$ cat config.mk
export PLATFORM = sky130hd
export DESIGN_NAME = nand_flash_host_interface
export DESIGN_NICKNAME = d
export VERILOG_FILES = /design/src/rtl/nand_host_pkg.sv /design/src/rtl/byte_stream_if.sv /design/src/rtl/nand_flash_host_interface.sv /design/src/rtl/stream_fifo.sv
export SDC_FILE = /design/constraint.sdc
export NUM_CORES = 1
export LEC_CHECK = 0
export ABC_AREA = 1
export BUFFER_PORTS_ARGS = -buffer_cell sky130_fd_sc_hd__buf_2
export CAP_MARGIN = 20
export CELL_PAD_IN_SITES_DETAIL_PLACEMENT = 1
export CELL_PAD_IN_SITES_GLOBAL_PLACEMENT = 1
export CORE_UTILIZATION = 51
export CTS_BUF_LIST = sky130_fd_sc_hd__clkbuf_2 sky130_fd_sc_hd__clkbuf_4 sky130_fd_sc_hd__clkbuf_8
export CTS_CLUSTER_SIZE = 30
export DETAILED_ROUTE_END_ITERATION = 7
export PLACE_DENSITY_LB_ADDON = 0.1
export SLEW_MARGIN = 5
export SYNTH_ARGS = -nofsm -noshare
export SYNTH_HDL_FRONTEND = slang
export SYNTH_SLANG_ARGS = --single-unit
$ cat constraint.sdc
create_clock -name clk_i -period 6.8 [get_ports clk_i]
set_input_delay 1.02 -clock clk_i [delete_from_list [all_inputs] [get_ports clk_i]]
set_output_delay 1.02 -clock clk_i [all_outputs]
set_load 0.005 [all_outputs]
$ cat src/rtl/nand_host_pkg.sv
// shared constants and types for the nand flash host controller
package nand_host_pkg;

   // ----------------------------------------------------------------
   // geometry and address framing
   // ----------------------------------------------------------------
   localparam int unsigned COL_W       = 13;
   localparam int unsigned ROW_W       = 18;
   localparam int unsigned LEN_W       = 13;
   localparam int unsigned PAGE_BYTES  = 4352;
   localparam int unsigned MAIN_BYTES  = 4096;
   localparam int unsigned SPARE_BYTES = 256;
   localparam int unsigned BLK_PAGES   = 64;
   localparam int unsigned NUM_BLOCKS  = 4096;
   localparam logic [2:0]  ADDR_FIRST  = 3'h0;  // column low byte
   localparam logic [2:0]  ADDR_ROW    = 3'h2;  // first row byte
   localparam logic [2:0]  ADDR_END    = 3'h5;  // one past fifth cycle
   localparam logic [2:0]  ADDR_ID_END = 3'h6;  // id read: one zero byte

   // ----------------------------------------------------------------
   // command codes, msb on port line 8
   // ----------------------------------------------------------------
   localparam logic [7:0] CMD_READ_SETUP = 8'h00;
   localparam logic [7:0] CMD_READ_START = 8'h30;
   localparam logic [7:0] CMD_PROG_SETUP = 8'h80;
   localparam logic [7:0] CMD_PROG_CONF  = 8'h10;
   localparam logic [7:0] CMD_ERASE_SET  = 8'h60;
   localparam logic [7:0] CMD_ERASE_CONF = 8'hd0;
   localparam logic [7:0] CMD_STATUS     = 8'h70;
   localparam logic [7:0] CMD_ID_READ    = 8'h90;
   localparam logic [7:0] CMD_RESET      = 8'hff;

   // ----------------------------------------------------------------
   // timing at the 25 MHz system clock
   // ----------------------------------------------------------------
   localparam int unsigned T_CLK_NS = 40;
   localparam int unsigned T_WB_NS  = 100; // write strobe high to busy
   localparam int unsigned T_WHR_NS = 60;  // write strobe high to read
   localparam logic [3:0] WB_CYC  =
      4'((T_WB_NS + T_CLK_NS - 1) / T_CLK_NS);
   localparam logic [3:0] WHR_CYC =
      4'((T_WHR_NS + T_CLK_NS - 1) / T_CLK_NS);

   // strobe phases of one bus cycle: setup, strobe low, hold high
   localparam logic [1:0] PH_SETUP = 2'h0;
   localparam logic [1:0] PH_LOW   = 2'h1;
   localparam logic [1:0] PH_HOLD  = 2'h2;

   // ----------------------------------------------------------------
   // operations the user may request
   // ----------------------------------------------------------------
   typedef enum logic [2:0] {
      OP_READ   = 3'h0,
      OP_PROG   = 3'h1,
      OP_ERASE  = 3'h2,
      OP_STATUS = 3'h3,
      OP_ID     = 3'h4,
      OP_RESET  = 3'h5
   } op_t;

endpackage : nand_host_pkg

$ cat src/rtl/byte_stream_if.sv
// valid/ready byte stream between the sequencer and its read fifo
interface byte_stream_if #(parameter int unsigned WIDTH = 8);
   logic             valid;
   logic             ready;
   logic [WIDTH-1:0] data;

   modport source (output valid, output data, input ready);
   modport sink   (input valid, input data, output ready);
endinterface : byte_stream_if

$ cat src/rtl/nand_flash_host_interface.sv
// host side sequencer driving a byte-wide nand flash through its pins
// ----------------------------------------------------------------------
// ----------------------------------------------------------------------
module nand_flash_host_interface #(
   parameter int unsigned FIFO_DEPTH = 16
) (
   // clock and reset
   input  wire logic                        clk_i,
   input  wire logic                        reset_n_i,
   // operation request
   input  wire logic                        cmd_valid_i,
   output wire logic                        cmd_ready_o,
   input  wire nand_host_pkg::op_t          cmd_op_i,
   input  wire logic [nand_host_pkg::COL_W-1:0] cmd_col_i,
   input  wire logic [nand_host_pkg::ROW_W-1:0] cmd_row_i,
   input  wire logic [nand_host_pkg::LEN_W-1:0] cmd_len_i,
   input  wire logic                        write_enable_i,
   // program data from the user
   input  wire logic                        wr_valid_i,
   output wire logic                        wr_ready_o,
   input  wire logic [7:0]                  wr_data_i,
   // read data to the user
   output wire logic                        rd_valid_o,
   input  wire logic                        rd_ready_i,
   output wire logic [7:0]                  rd_data_o,
   // flash pins
   output wire logic                        cle_o,
   output wire logic                        ale_o,
   output wire logic                        ce_n_o,
   output wire logic                        we_n_o,
   output wire logic                        output_strobe_n_o,
   output wire logic                        wp_n_o,
   output wire logic [7:0]                  byte_port_o,
   output wire logic                        byte_port_oe_o,
   input  wire logic [7:0]                  byte_port_i,
   input  wire logic                        ready_busy_n_i
);
   // ----------------------------------------------------------------
   // state machine and helpers
   // ----------------------------------------------------------------
   typedef enum logic [7:0] {
      S_IDLE = 8'h01,
      S_CMD  = 8'h02,
      S_ADDR = 8'h04,
      S_WDAT = 8'h08,
      S_CONF = 8'h10,
      S_WAIT = 8'h20,
      S_GAP  = 8'h40,
      S_RDAT = 8'h80
   } state_t;

   // address byte for cycle idx; bits above the field are driven low
   function automatic logic [7:0] addr_byte(
      input logic [2:0]                      idx,
      input logic [nand_host_pkg::COL_W-1:0] col,
      input logic [nand_host_pkg::ROW_W-1:0] row
   );
      logic [7:0] b;
      b = 8'h00;
      case (idx)
         3'h0:    b = col[7:0];
         3'h1:    b = {3'h0, col[12:8]};
         3'h2:    b = row[7:0];
         3'h3:    b = row[15:8];
         3'h4:    b = {6'h00, row[17:16]};
         default: b = 8'h00;
      endcase
      return b;
   endfunction : addr_byte

   // first command code of each operation
   function automatic logic [7:0] first_code(input nand_host_pkg::op_t op);
      logic [7:0] c;
      case (op)
         nand_host_pkg::OP_READ:   c = nand_host_pkg::CMD_READ_SETUP;
         nand_host_pkg::OP_PROG:   c = nand_host_pkg::CMD_PROG_SETUP;
         nand_host_pkg::OP_ERASE:  c = nand_host_pkg::CMD_ERASE_SET;
         nand_host_pkg::OP_ID:     c = nand_host_pkg::CMD_ID_READ;
         nand_host_pkg::OP_RESET:  c = nand_host_pkg::CMD_RESET;
         default:                  c = nand_host_pkg::CMD_STATUS;
      endcase
      return c;
   endfunction : first_code

   state_t             state_r, state_nxt;
   nand_host_pkg::op_t op_r, op_nxt;
   logic [nand_host_pkg::COL_W-1:0] col_r, col_nxt;
   logic [nand_host_pkg::ROW_W-1:0] row_r, row_nxt;
   logic [nand_host_pkg::LEN_W-1:0] len_r, len_nxt;
   logic [2:0]         idx_r, idx_nxt;
   logic [2:0]         idx_end_r, idx_end_nxt;
   logic [1:0]         ph_r, ph_nxt;
   logic [3:0]         tcnt_r, tcnt_nxt;
   logic               stat_r, stat_nxt;
   logic               wp_r, wp_nxt;
   logic [7:0]         byte_r, byte_nxt;
   logic               wr_take;
   logic               writing;

   // status replies always carry exactly one byte; id replies take the requested length
   localparam logic [nand_host_pkg::LEN_W-1:0] LEN_ONE = 13'h0001;

   byte_stream_if #(.WIDTH(8)) rd_push ();
   byte_stream_if #(.WIDTH(8)) rd_pop ();

   // ----------------------------------------------------------------
   // read fifo; a stalled reader stops the read strobe
   // ----------------------------------------------------------------
   stream_fifo #(.WIDTH(8), .DEPTH(FIFO_DEPTH)) u_rd_fifo (
      .clk_i     (clk_i),
      .reset_n_i (reset_n_i),
      .push      (rd_push),
      .pop       (rd_pop)
   );

   // byte is captured at the end of the strobe-low phase
   assign rd_push.valid = (state_r == S_RDAT) &&
                          (ph_r == nand_host_pkg::PH_LOW);
   assign rd_push.data  = byte_port_i;
   assign rd_pop.ready  = rd_ready_i;
   assign rd_valid_o    = rd_pop.valid;
   assign rd_data_o     = rd_pop.data;

   // ----------------------------------------------------------------
   // pin decode
   // ----------------------------------------------------------------
   // decoded from flops only; pins change in the same clock as the state register
   assign writing  = (state_r == S_CMD) || (state_r == S_ADDR) ||
                     (state_r == S_WDAT) || (state_r == S_CONF);
   assign cle_o    = (state_r == S_CMD) || (state_r == S_CONF);
   assign ale_o    = (state_r == S_ADDR);
   assign ce_n_o   = (state_r == S_IDLE);
   assign we_n_o   = !(writing && ph_r == nand_host_pkg::PH_LOW);
   assign output_strobe_n_o = !((state_r == S_RDAT) &&
                                (ph_r == nand_host_pkg::PH_LOW));
   assign byte_port_oe_o = writing;
   assign byte_port_o    = byte_r;
   assign wp_n_o         = wp_r;
   assign cmd_ready_o    = (state_r == S_IDLE);
   assign wr_take   = (state_r == S_WDAT) &&
                      (ph_r == nand_host_pkg::PH_SETUP) &&
                      (len_r != '0);
   assign wr_ready_o = wr_take;

   // ----------------------------------------------------------------
   // next-state logic
   // ----------------------------------------------------------------
   always_comb
   begin
      state_nxt   = state_r;
      op_nxt      = op_r;
      col_nxt     = col_r;
      row_nxt     = row_r;
      len_nxt     = len_r;
      idx_nxt     = idx_r;
      idx_end_nxt = idx_end_r;
      ph_nxt      = ph_r;
      tcnt_nxt    = tcnt_r;
      stat_nxt    = stat_r;
      byte_nxt    = byte_r;
      wp_nxt      = write_enable_i;
      // generic three-phase strobe stepping
      if (ph_r == nand_host_pkg::PH_LOW)
      begin
         ph_nxt = nand_host_pkg::PH_HOLD;
      end
      case (state_r)
         S_IDLE:
         begin
            ph_nxt = nand_host_pkg::PH_SETUP;
            stat_nxt = 1'b0;
            if (cmd_valid_i)
            begin
               op_nxt  = cmd_op_i;
               // no column move or copy codes: read and program send a full five-cycle address
               col_nxt = cmd_col_i;
               row_nxt = cmd_row_i;
               len_nxt = cmd_len_i;
               // erase sends only the three row cycles
               idx_nxt = (cmd_op_i == nand_host_pkg::OP_ERASE) ?
                         nand_host_pkg::ADDR_ROW :
                         (cmd_op_i == nand_host_pkg::OP_ID) ?
                         nand_host_pkg::ADDR_END :
                         nand_host_pkg::ADDR_FIRST;
               idx_end_nxt = (cmd_op_i == nand_host_pkg::OP_ID) ?
                             nand_host_pkg::ADDR_ID_END :
                             nand_host_pkg::ADDR_END;
               byte_nxt  = first_code(cmd_op_i);
               state_nxt = S_CMD;
            end
         end
         S_CMD:
         begin
            if (ph_r == nand_host_pkg::PH_SETUP)
            begin
               ph_nxt = nand_host_pkg::PH_LOW;
            end
            else if (ph_r == nand_host_pkg::PH_HOLD)
            begin
               ph_nxt = nand_host_pkg::PH_SETUP;
               tcnt_nxt = nand_host_pkg::WHR_CYC;
               if (stat_r || op_r == nand_host_pkg::OP_STATUS)
               begin
                  len_nxt   = LEN_ONE;
                  state_nxt = S_GAP;
               end
               else if (op_r == nand_host_pkg::OP_RESET)
               begin
                  tcnt_nxt  = nand_host_pkg::WB_CYC;
                  state_nxt = S_WAIT;
               end
               else
               begin
                  byte_nxt  = addr_byte(idx_r, col_r, row_r);
                  state_nxt = S_ADDR;
               end
            end
         end
         S_ADDR:
         begin
            if (ph_r == nand_host_pkg::PH_SETUP)
            begin
               ph_nxt = nand_host_pkg::PH_LOW;
            end
            else if (ph_r == nand_host_pkg::PH_HOLD)
            begin
               ph_nxt  = nand_host_pkg::PH_SETUP;
               idx_nxt = idx_r + 3'h1;
               if (idx_r + 3'h1 != idx_end_r)
               begin
                  byte_nxt = addr_byte(idx_r + 3'h1, col_r, row_r);
               end
               else if (op_r == nand_host_pkg::OP_PROG)
               begin
                  state_nxt = S_WDAT;
               end
               else if (op_r == nand_host_pkg::OP_ID)
               begin
                  tcnt_nxt  = nand_host_pkg::WHR_CYC;
                  state_nxt = S_GAP;
               end
               else
               begin
                  byte_nxt = (op_r == nand_host_pkg::OP_ERASE) ?
                             nand_host_pkg::CMD_ERASE_CONF :
                             nand_host_pkg::CMD_READ_START;
                  state_nxt = S_CONF;
               end
            end
         end
         S_WDAT:
         begin
            if (ph_r == nand_host_pkg::PH_SETUP)
            begin
               if (len_r == '0)
               begin
                  byte_nxt  = nand_host_pkg::CMD_PROG_CONF;
                  state_nxt = S_CONF;
               end
               else if (wr_valid_i)
               begin
                  byte_nxt = wr_data_i;
                  ph_nxt   = nand_host_pkg::PH_LOW;
               end
            end
            else if (ph_r == nand_host_pkg::PH_HOLD)
            begin
               ph_nxt  = nand_host_pkg::PH_SETUP;
               len_nxt = len_r - 1'b1;
            end
         end
         S_CONF:
         begin
            if (ph_r == nand_host_pkg::PH_SETUP)
            begin
               ph_nxt = nand_host_pkg::PH_LOW;
            end
            else if (ph_r == nand_host_pkg::PH_HOLD)
            begin
               // busy may take a while to appear after the strobe rise
               ph_nxt    = nand_host_pkg::PH_SETUP;
               tcnt_nxt  = nand_host_pkg::WB_CYC;
               state_nxt = S_WAIT;
            end
         end
         S_WAIT:
         begin
            // strobes stay high until the device reports ready
            if (tcnt_r != '0)
            begin
               tcnt_nxt = tcnt_r - 1'b1;
            end
            else if (ready_busy_n_i)
            begin
               if (op_r == nand_host_pkg::OP_READ)
               begin
                  state_nxt = S_RDAT;
               end
               else if (op_r == nand_host_pkg::OP_RESET)
               begin
                  state_nxt = S_IDLE;
               end
               else
               begin
                  // fetch pass/fail so the user sees bit zero
                  stat_nxt  = 1'b1;
                  byte_nxt  = nand_host_pkg::CMD_STATUS;
                  state_nxt = S_CMD;
               end
            end
         end
         S_GAP:
         begin
            if (tcnt_r != '0)
            begin
               tcnt_nxt = tcnt_r - 1'b1;
            end
            else
            begin
               state_nxt = S_RDAT;
            end
         end
         S_RDAT:
         begin
            if (ph_r == nand_host_pkg::PH_SETUP)
            begin
               if (len_r == '0)
               begin
                  state_nxt = S_IDLE;
               end
               else if (rd_push.ready)
               begin
                  ph_nxt = nand_host_pkg::PH_LOW;
               end
            end
            else if (ph_r == nand_host_pkg::PH_HOLD)
            begin
               ph_nxt  = nand_host_pkg::PH_SETUP;
               len_nxt = len_r - 1'b1;
            end
         end
         default:
         begin
            state_nxt = S_IDLE;
         end
      endcase
   end

   // ----------------------------------------------------------------
   // state registers
   // ----------------------------------------------------------------
   always_ff @(posedge clk_i)
   begin
      if (!reset_n_i)
      begin
         state_r   <= S_IDLE;
         op_r      <= nand_host_pkg::OP_READ;
         col_r     <= '0;
         row_r     <= '0;
         len_r     <= '0;
         idx_r     <= '0;
         idx_end_r <= '0;
         ph_r      <= nand_host_pkg::PH_SETUP;
         tcnt_r    <= '0;
         stat_r    <= 1'b0;
         wp_r      <= 1'b0;        // protect while reset is held
         byte_r    <= 8'h00;
      end
      else
      begin
         state_r   <= state_nxt;
         op_r      <= op_nxt;
         col_r     <= col_nxt;
         row_r     <= row_nxt;
         len_r     <= len_nxt;
         idx_r     <= idx_nxt;
         idx_end_r <= idx_end_nxt;
         ph_r      <= ph_nxt;
         tcnt_r    <= tcnt_nxt;
         stat_r    <= stat_nxt;
         wp_r      <= wp_nxt;
         byte_r    <= byte_nxt;
      end
   end
endmodule : nand_flash_host_interface

$ cat src/rtl/stream_fifo.sv
// parameterised synchronous fifo with valid/ready on both sides
module stream_fifo #(
   parameter int unsigned WIDTH = 8,
   parameter int unsigned DEPTH = 16
) (
   // clock and reset
   input  wire logic clk_i,
   input  wire logic reset_n_i,
   // streams
   byte_stream_if.sink   push,
   byte_stream_if.source pop
);
   localparam int unsigned AW = $clog2(DEPTH);

   logic [WIDTH-1:0] mem_r [DEPTH];
   logic [AW-1:0]    wr_r;
   logic [AW-1:0]    wr_nxt;
   logic [AW-1:0]    rd_r;
   logic [AW-1:0]    rd_nxt;
   logic [AW:0]      cnt_r;
   logic [AW:0]      cnt_nxt;
   logic             do_push;
   logic             do_pop;

   // ----------------------------------------------------------------
   // flags and pointer updates
   // ----------------------------------------------------------------
   // full and empty come straight from the occupancy count
   assign push.ready = (cnt_r != (AW+1)'(DEPTH));
   assign pop.valid  = (cnt_r != '0);
   assign pop.data   = mem_r[rd_r];
   assign do_push    = push.valid && push.ready;
   assign do_pop     = pop.valid && pop.ready;

   // next pointers wrap at depth
   always_comb
   begin
      wr_nxt  = wr_r;
      rd_nxt  = rd_r;
      cnt_nxt = cnt_r;
      if (do_push)
      begin
         wr_nxt = (wr_r == AW'(DEPTH - 1)) ? '0 : wr_r + 1'b1;
      end
      if (do_pop)
      begin
         rd_nxt = (rd_r == AW'(DEPTH - 1)) ? '0 : rd_r + 1'b1;
      end
      if (do_push && !do_pop)
      begin
         cnt_nxt = cnt_r + 1'b1;
      end
      else if (do_pop && !do_push)
      begin
         cnt_nxt = cnt_r - 1'b1;
      end
   end

   // storage is not reset, only the pointers and the count
   always_ff @(posedge clk_i)
   begin
      if (!reset_n_i)
      begin
         wr_r  <= '0;
         rd_r  <= '0;
         cnt_r <= '0;
      end
      else
      begin
         wr_r  <= wr_nxt;
         rd_r  <= rd_nxt;
         cnt_r <= cnt_nxt;
      end
      if (do_push)
      begin
         mem_r[wr_r] <= push.data;
      end
   end
endmodule : stream_fifo

==> flow_summary.toml, run 1 <==
[worst_setup_path]
cp.arrival_ns = 2.82
worstSetupPathType = "reg2out"
path_cells = "buf_4, inv_1, o21ai_0, o211ai_1, nand2_1, buf_2"
worstPathMaxFanout = 33
crit_buf_inv = 3
worstRegToRegCells = 14
crit_path_start_kind = "flip-flop"
slowest_stage = "inv_1"
cp_top_family = "buffers and inverters"
worstSetupEndpointType = "output pin"
critical_path.max_stage_delay_ns = 0.85
cp_data_required_time_ns = 5.78
crit_cells = 6

[cells_and_area]
syn2layout_area_growth_pct = 12.8
layout.nets = 1461
final_area_um2 = 12600
drive_gt1_share_pct = 16.9
antenna_cells = 0

[cts]
cts_setup_buffers = 0
ctsResizeCount = 0
cts_inserted_buffers = 39
path_clk_slew_ns = 0.07
clk_latency_ns = 0.54
htreeDepth = 2
cts_root_buf = "clkbuf_8"
clk_path_buf_depth = 3
postCtsHoldBufs = 0
cts_tree = "built"
cts.sink_count = 222

[detailed_routing]
ant_nets = 0
drc = 0
dr.pass1.iters = 5
routedWlPerCell_um = 19.7
drt_iter0_drc = 516
drt_wl_total_um = 33000
num_vias = 9301
viasPerCell = 5.56

[power_and_ir_drop]
pwr_density_cell_nw_per_um2 = 392
ir_drop_uv = 201
p_leak_uw = 0.00538

[global_routing]
grtUsageTotal_pct = 30.2
antenna_found_initial = 0
grt.overflow.total = 0
grt_pass1_vias = 9782
grt_start_max_net_pins = 97
grt_first_pass_wirelength_um = 52000

[synthesis]
synth_warnings = 0
syn_inst = 1275
syn_area_per_cell_um2 = 8.74
netlist_area_um2 = 11100
synth_cell_types = 48
ys_ff_latch = 222
syn_nets = 1369
ys_seq_area_share_pct = 51.4

[hold_path]
hold_depth = 2
hp-class = "reg2reg"

[placed_design]
placed_cell_area_um2 = 11700
dpl.hpwl_um = 22000
routabilityCongestion = 0.847
numPortBuffers = 95

[sta]
final.period_utilization_pct = 56.4
setup_tns_ns = 0
relSlewSlack_pct = 25.6
fmax_mhz = 261
fin_skew_ns = 0.0140
worst_slew_pin_slew_ns = 1.11
drv_slew = 0
rsz0062_at_grt = "no"
setup_violations = 0
finalCriticalPeriod_ns = 3.84
hold_viol = 0

[floorplanning]
row_count = 53
die_height_um = 150
core_um2 = 21200
initial_core_util_pct = 52.5
dieArea_um2 = 22500
ios = 96
fp.dieW_um = 150

[outcome]
status = "completed"

[run]
drv_cap = 0
flip-flops by register name, summed over array words and instances, names as in the netlist, 4 cells and up, named ones only:
register and count:
len_r 13, u_rd_fifo.wr_r 4, u_rd_fifo.cnt_r 5, byte_port_o 8, tcnt_r 4, u_rd_fifo.mem_r 128, col_r 13, state_r 8
u_rd_fifo.rd_r 4, row_r 18
cell usage after synthesis, drive strengths merged:
library cell	n	area share, %
a211oi	2	0.13
a21boi	1	0.067
a21oi	98	4.8
a22oi	1	0.067
a31oi	1	0.056
buf	22	1.3
clkbuf	28	0.94
clkinv	1	0.034
dfxtp	94	17
edfxtp	128	34
fa	1	0.18
ha	23	2.6
inv	145	4.9
mux2i	32	2.9
nand2	240	8.8
nand3	85	4.2
nand3b	2	0.13
nand4	7	0.39
nor2	184	7.3
nor3	5	0.31
nor3b	1	0.11
o211ai	35	2.4
o21a	2	0.13
o21ai	107	4.9
o221ai	1	0.079
o22ai	5	0.28
o31ai	1	0.067
or2	7	0.39
xnor2	6	0.47
xor2	10	0.79
layout make-up:
cell class                      instances  area (µm²)
Multi-Input combinational cell        857        4630
Clock inverter                         15        77.6
Clock buffer                           56         696
Fill cell                            2572        8640
Timing Repair Buffer                  101         552
Tap cell                              275         344
Inverter                              146         551
Sequential cell                       222        5730
cell usage in the layout (no fill, tap or decap), types with 4 or more instances in the layout:
| master | synthesis | final |
|---|---|---|
| nand3_2 | 8 | 8 |
| o211ai_1 | 35 | 35 |
| inv_1 | 140 | 140 |
| nand2_1 | 222 | 222 |
| nand2_2 | 12 | 12 |
| dfxtp_1 | 94 | 93 |
| a21oi_1 | 89 | 89 |
| xnor2_1 | 6 | 6 |
| clkinv_2 | 0 | 7 |
| clkbuf_4 | 0 | 12 |
| buf_2 | 7 | 95 |
| clkinv_1 | 1 | 6 |
| nand2_4 | 5 | 5 |
| o21ai_0 | 103 | 103 |
| ha_1 | 23 | 23 |
| or2_2 | 7 | 7 |
| o22ai_1 | 5 | 5 |
| nand3_1 | 77 | 77 |
| nor2_2 | 4 | 4 |
| nor2_1 | 169 | 169 |
| a21oi_2 | 8 | 8 |
| nor2_4 | 8 | 8 |
| xor2_1 | 10 | 10 |
| nand4_1 | 7 | 7 |
| inv_2 | 4 | 4 |
| edfxtp_1 | 128 | 128 |
| clkbuf_8 | 0 | 44 |
| mux2i_1 | 32 | 32 |
layer usage:
metal  share of wire [%]  global-route usage (%)  wire (µm)  vias to the layer above
met5                   0                       0          0                        -
met4                 2.6                    12.3        871                        0
met3                 5.0                    4.82       1650                       62
met2                  50                    52.9      16600                      259
met1                  42                    36.9      13800                     4527
li1                    -                       -          -                     4453
through the flow:
stage / hold WS [ns] / setup WS [ns] / total power (µW) / utilization (%) / std cells
after floorplan: 0.439 / 4.29 / 3180 / - / 1275
after global placement: 0.461 / 3.60 / 3570 / 55.3 / 1597
after detailed placement: 0.469 / 3.47 / 3670 / 55.3 / 1597
after CTS: 0.478 / 2.91 / 4930 / 59.0 / 1668
after global routing: 0.496 / 2.79 / 5250 / 59.3 / 1672
final: 0.476 / 2.96 / 4930 / 59.3 / 1672
where the power goes:
group | switching (µW) | internal, µW
registers | 185 | 1620
clock network | 567 | 663
logic | 1260 | 635
total | 2010 | 2920
worst reg2reg max path, stage by stage (launching register included):
cell and delay, ns:
dfxtp_1 0.37, nor2_4 0.20, nand3_2 0.16, nor2_8 0.21, nand2_4 0.08, a21oi_4 0.27
ha_1 0.31, inv_1 0.11, ha_1 0.38, nand2_1 0.10, nor2_1 0.04, a211oi_1 0.21
xor2_1 0.19, nand2_1 0.10, a21oi_1 0.13
cell families after synthesis:
family / Yosys count / synth area share (%)
AOI/OAI and AO/OA: 254 / 13.0
buffers and inverters: 196 / 7.17
DFF: 222 / 51.4
adders and majority gates: 24 / 2.76
xor gates and xnor gates: 16 / 1.26
and+or+nand+nor: 531 / 21.6
muxes: 32 / 2.87
worst paths after layout:
path | end | startpoint | slack (ns)
worst max-delay path | rd_data_o[3] | flip-flop | 2.96
worst min-delay path | len_r[12] | len_r[12] | 0.48
worst max register to register | u_rd_fifo.cnt_r[4] | state_r[5] | 3.86
worst min register to register | len_r[12] | len_r[12] | 0.48
Note: power is estimated with default switching activity, not from simulation.
==> inputs of run 2 (changes only) <==
--- a/config.mk
+++ b/config.mk
@@ -10,7 +10,7 @@
 export CAP_MARGIN = 20
 export CELL_PAD_IN_SITES_DETAIL_PLACEMENT = 1
 export CELL_PAD_IN_SITES_GLOBAL_PLACEMENT = 1
-export CORE_UTILIZATION = 51
+export CORE_UTILIZATION = 43
 export CTS_BUF_LIST = sky130_fd_sc_hd__clkbuf_2 sky130_fd_sc_hd__clkbuf_4 sky130_fd_sc_hd__clkbuf_8
 export CTS_CLUSTER_SIZE = 30
 export DETAILED_ROUTE_END_ITERATION = 7
==> constraint.sdc (replaced) <==
create_clock -name clk_i -period 3.5 [get_ports clk_i]
set_input_delay 0.525 -clock clk_i [delete_from_list [all_inputs] [get_ports clk_i]]
set_output_delay 0.525 -clock clk_i [all_outputs]
set_load 0.005 [all_outputs]
==> run 2 against run 1 <==
  * Wire length decreased by 7.0%
  * Sequential share of layout area decreased by 0.23 points
  * Via count decreased by 2.7%
  * Die area increased by 18%
  * Design area grew 0.51%
  * Combinational power grew 94%
  * Sequential power rose by 94%
  * Worst hold slack got worse by 0.30 ns
  * First-iteration DRC count is 7.9% lower
  * Core utilization is 9.4 points lower
  * Flip-flop and latch count unchanged
==> flow_summary.toml, run 2 (synthesis gave the netlist of run 1 again) <==
[outcome]
status = "completed"

[worst_setup_path]
worstRegToRegCells = 14
worstSetupEndpointType = "output pin"
worstPathMaxFanout = 32
crit_path_start_kind = "flip-flop"
reg2reg_from = "state_r[4]"
cp.arrival_ns = 2.40
rrSetupSlack_ns = 0.68
cp_data_required_time_ns = 2.97
worstSetupPathType = "reg2out"

[detailed_routing]
drc = 0
viasPerCell = 5.24
num_vias = 9050
dr.pass1.iters = 4
drt_wl_total_um = 30700
routedWlPerCell_um = 17.8
drt_iter0_drc = 475
ant_nets = 0

[hold_path]
holdCritStartpoint = "write_enable_i"
hold_depth = 3
hp-class = "in2reg"

[global_routing]
grt.overflow.total = 0
grt_pass1_vias = 9334
grt_first_pass_wirelength_um = 49400
grtUsageTotal_pct = 23.7
antenna_found_initial = 0
grt_start_max_net_pins = 68

[cts]
ctsResizeCount = 0
cts.sink_count = 222
cts_root_buf = "clkbuf_8"
path_clk_slew_ns = 0.06
cts_inserted_buffers = 39
htreeDepth = 2
clk_path_buf_depth = 3
postCtsHoldBufs = 0
clk_latency_ns = 0.54
cts_setup_buffers = 0
cts_tree = "built"

[floorplanning]
core_um2 = 25300
ios = 96
row_count = 58
dieArea_um2 = 26600
die_height_um = 163
initial_core_util_pct = 44.0
fp.dieW_um = 163

[cells_and_area]
reg_top3 = "u_rd_fifo.mem_r x128, row_r x18"
utilization_pct = 49.9
largest_register_ffs = 128
drive_gt1_share_pct = 16.8
final_cell_mix = "nand2_1 (222), nor2_1 (169), inv_1 (140), edfxtp_1 (128), o21ai_0 (103)"
top_register = "u_rd_fifo.mem_r"
antenna_cells = 0
layout.nets = 1462
fillers = 3052
syn2layout_area_growth_pct = 13.4
layout_commonest_cell = "nand2_1"

[power_and_ir_drop]
pwr_density_cell_nw_per_um2 = 756
ir_drop_uv = 314
total_power_uw = 9550
p_leak_uw = 0.00538

[sta]
worst_slew_pin_slew_ns = 1.02
setup_tns_ns = 0
fmax_mhz = 341
setup_violations = 0
fin_skew_ns = 0.0182
drv_slew = 0
hold_viol = 0
relSlewSlack_pct = 32.2
timing.hold.ws_ns = 0.174
final.period_utilization_pct = 83.7
rsz0062_at_grt = "no"
finalCriticalPeriod_ns = 2.93

[run]
drv_cap = 0

[placed_design]
numPortBuffers = 95
routabilityCongestion = 0.868
dpl.hpwl_um = 21600
[run 2: worst paths after layout]
kind | end
worst max register to register | u_rd_fifo.cnt_r[4]
worst min-delay path | wp_n_o
worst max-delay path | rd_data_o[1]
worst min register to register | len_r[12]
[run 2: where the power goes]
part / internal, µW / total [µW] / switching (µW) / leakage (µW)
clock network: 1310 / 2390 / 1080 / 0.000415
registers: 3140 / 3500 / 353 / 0.00192
logic: 1230 / 3660 / 2430 / 0.00304
total: 5690 / 9550 / 3870 / 0.00538
[run 2: through the flow]
step | instances | area [µm²] | worst slack [ns]
after floorplan | 1275 | 11100 | 0.989
after global placement | 1657 | 11900 | 0.790
after detailed placement | 1657 | 11900 | 0.651
after CTS | 1727 | 12600 | 0.545
after global routing | 1727 | 12600 | 0.348
final | 1727 | 12600 | 0.571
[run 2: worst max-delay path, stage by stage, from the launching register on]
cell	delay [ns]
dfxtp_1	0.31
inv_1	0.73
o21ai_0	0.29
o211ai_1	0.27
nand2_1	0.11
buf_2	0.15
[run 2: final cells by class]
cell class                      count  area [µm²]  share of cell area, %
Multi-Input combinational cell    857        4620                   36.6
Sequential cell                   222        5730                   45.3
Inverter                          146         551                   4.36
Timing Repair Buffer              102         541                   4.28
Clock buffer                       57         709                   5.61
Tap cell                          330         413                   3.27
Clock inverter                     13        75.1                  0.594
[run 2: layer usage]
layer	GRT usage [%]	vias to the layer above	share of wire (%)
met4	7.09	0	2.4
met5	0	-	0
li1	-	4444	-
met1	30.8	4371	45
met3	4.02	53	4.2
met2	40.4	182	48
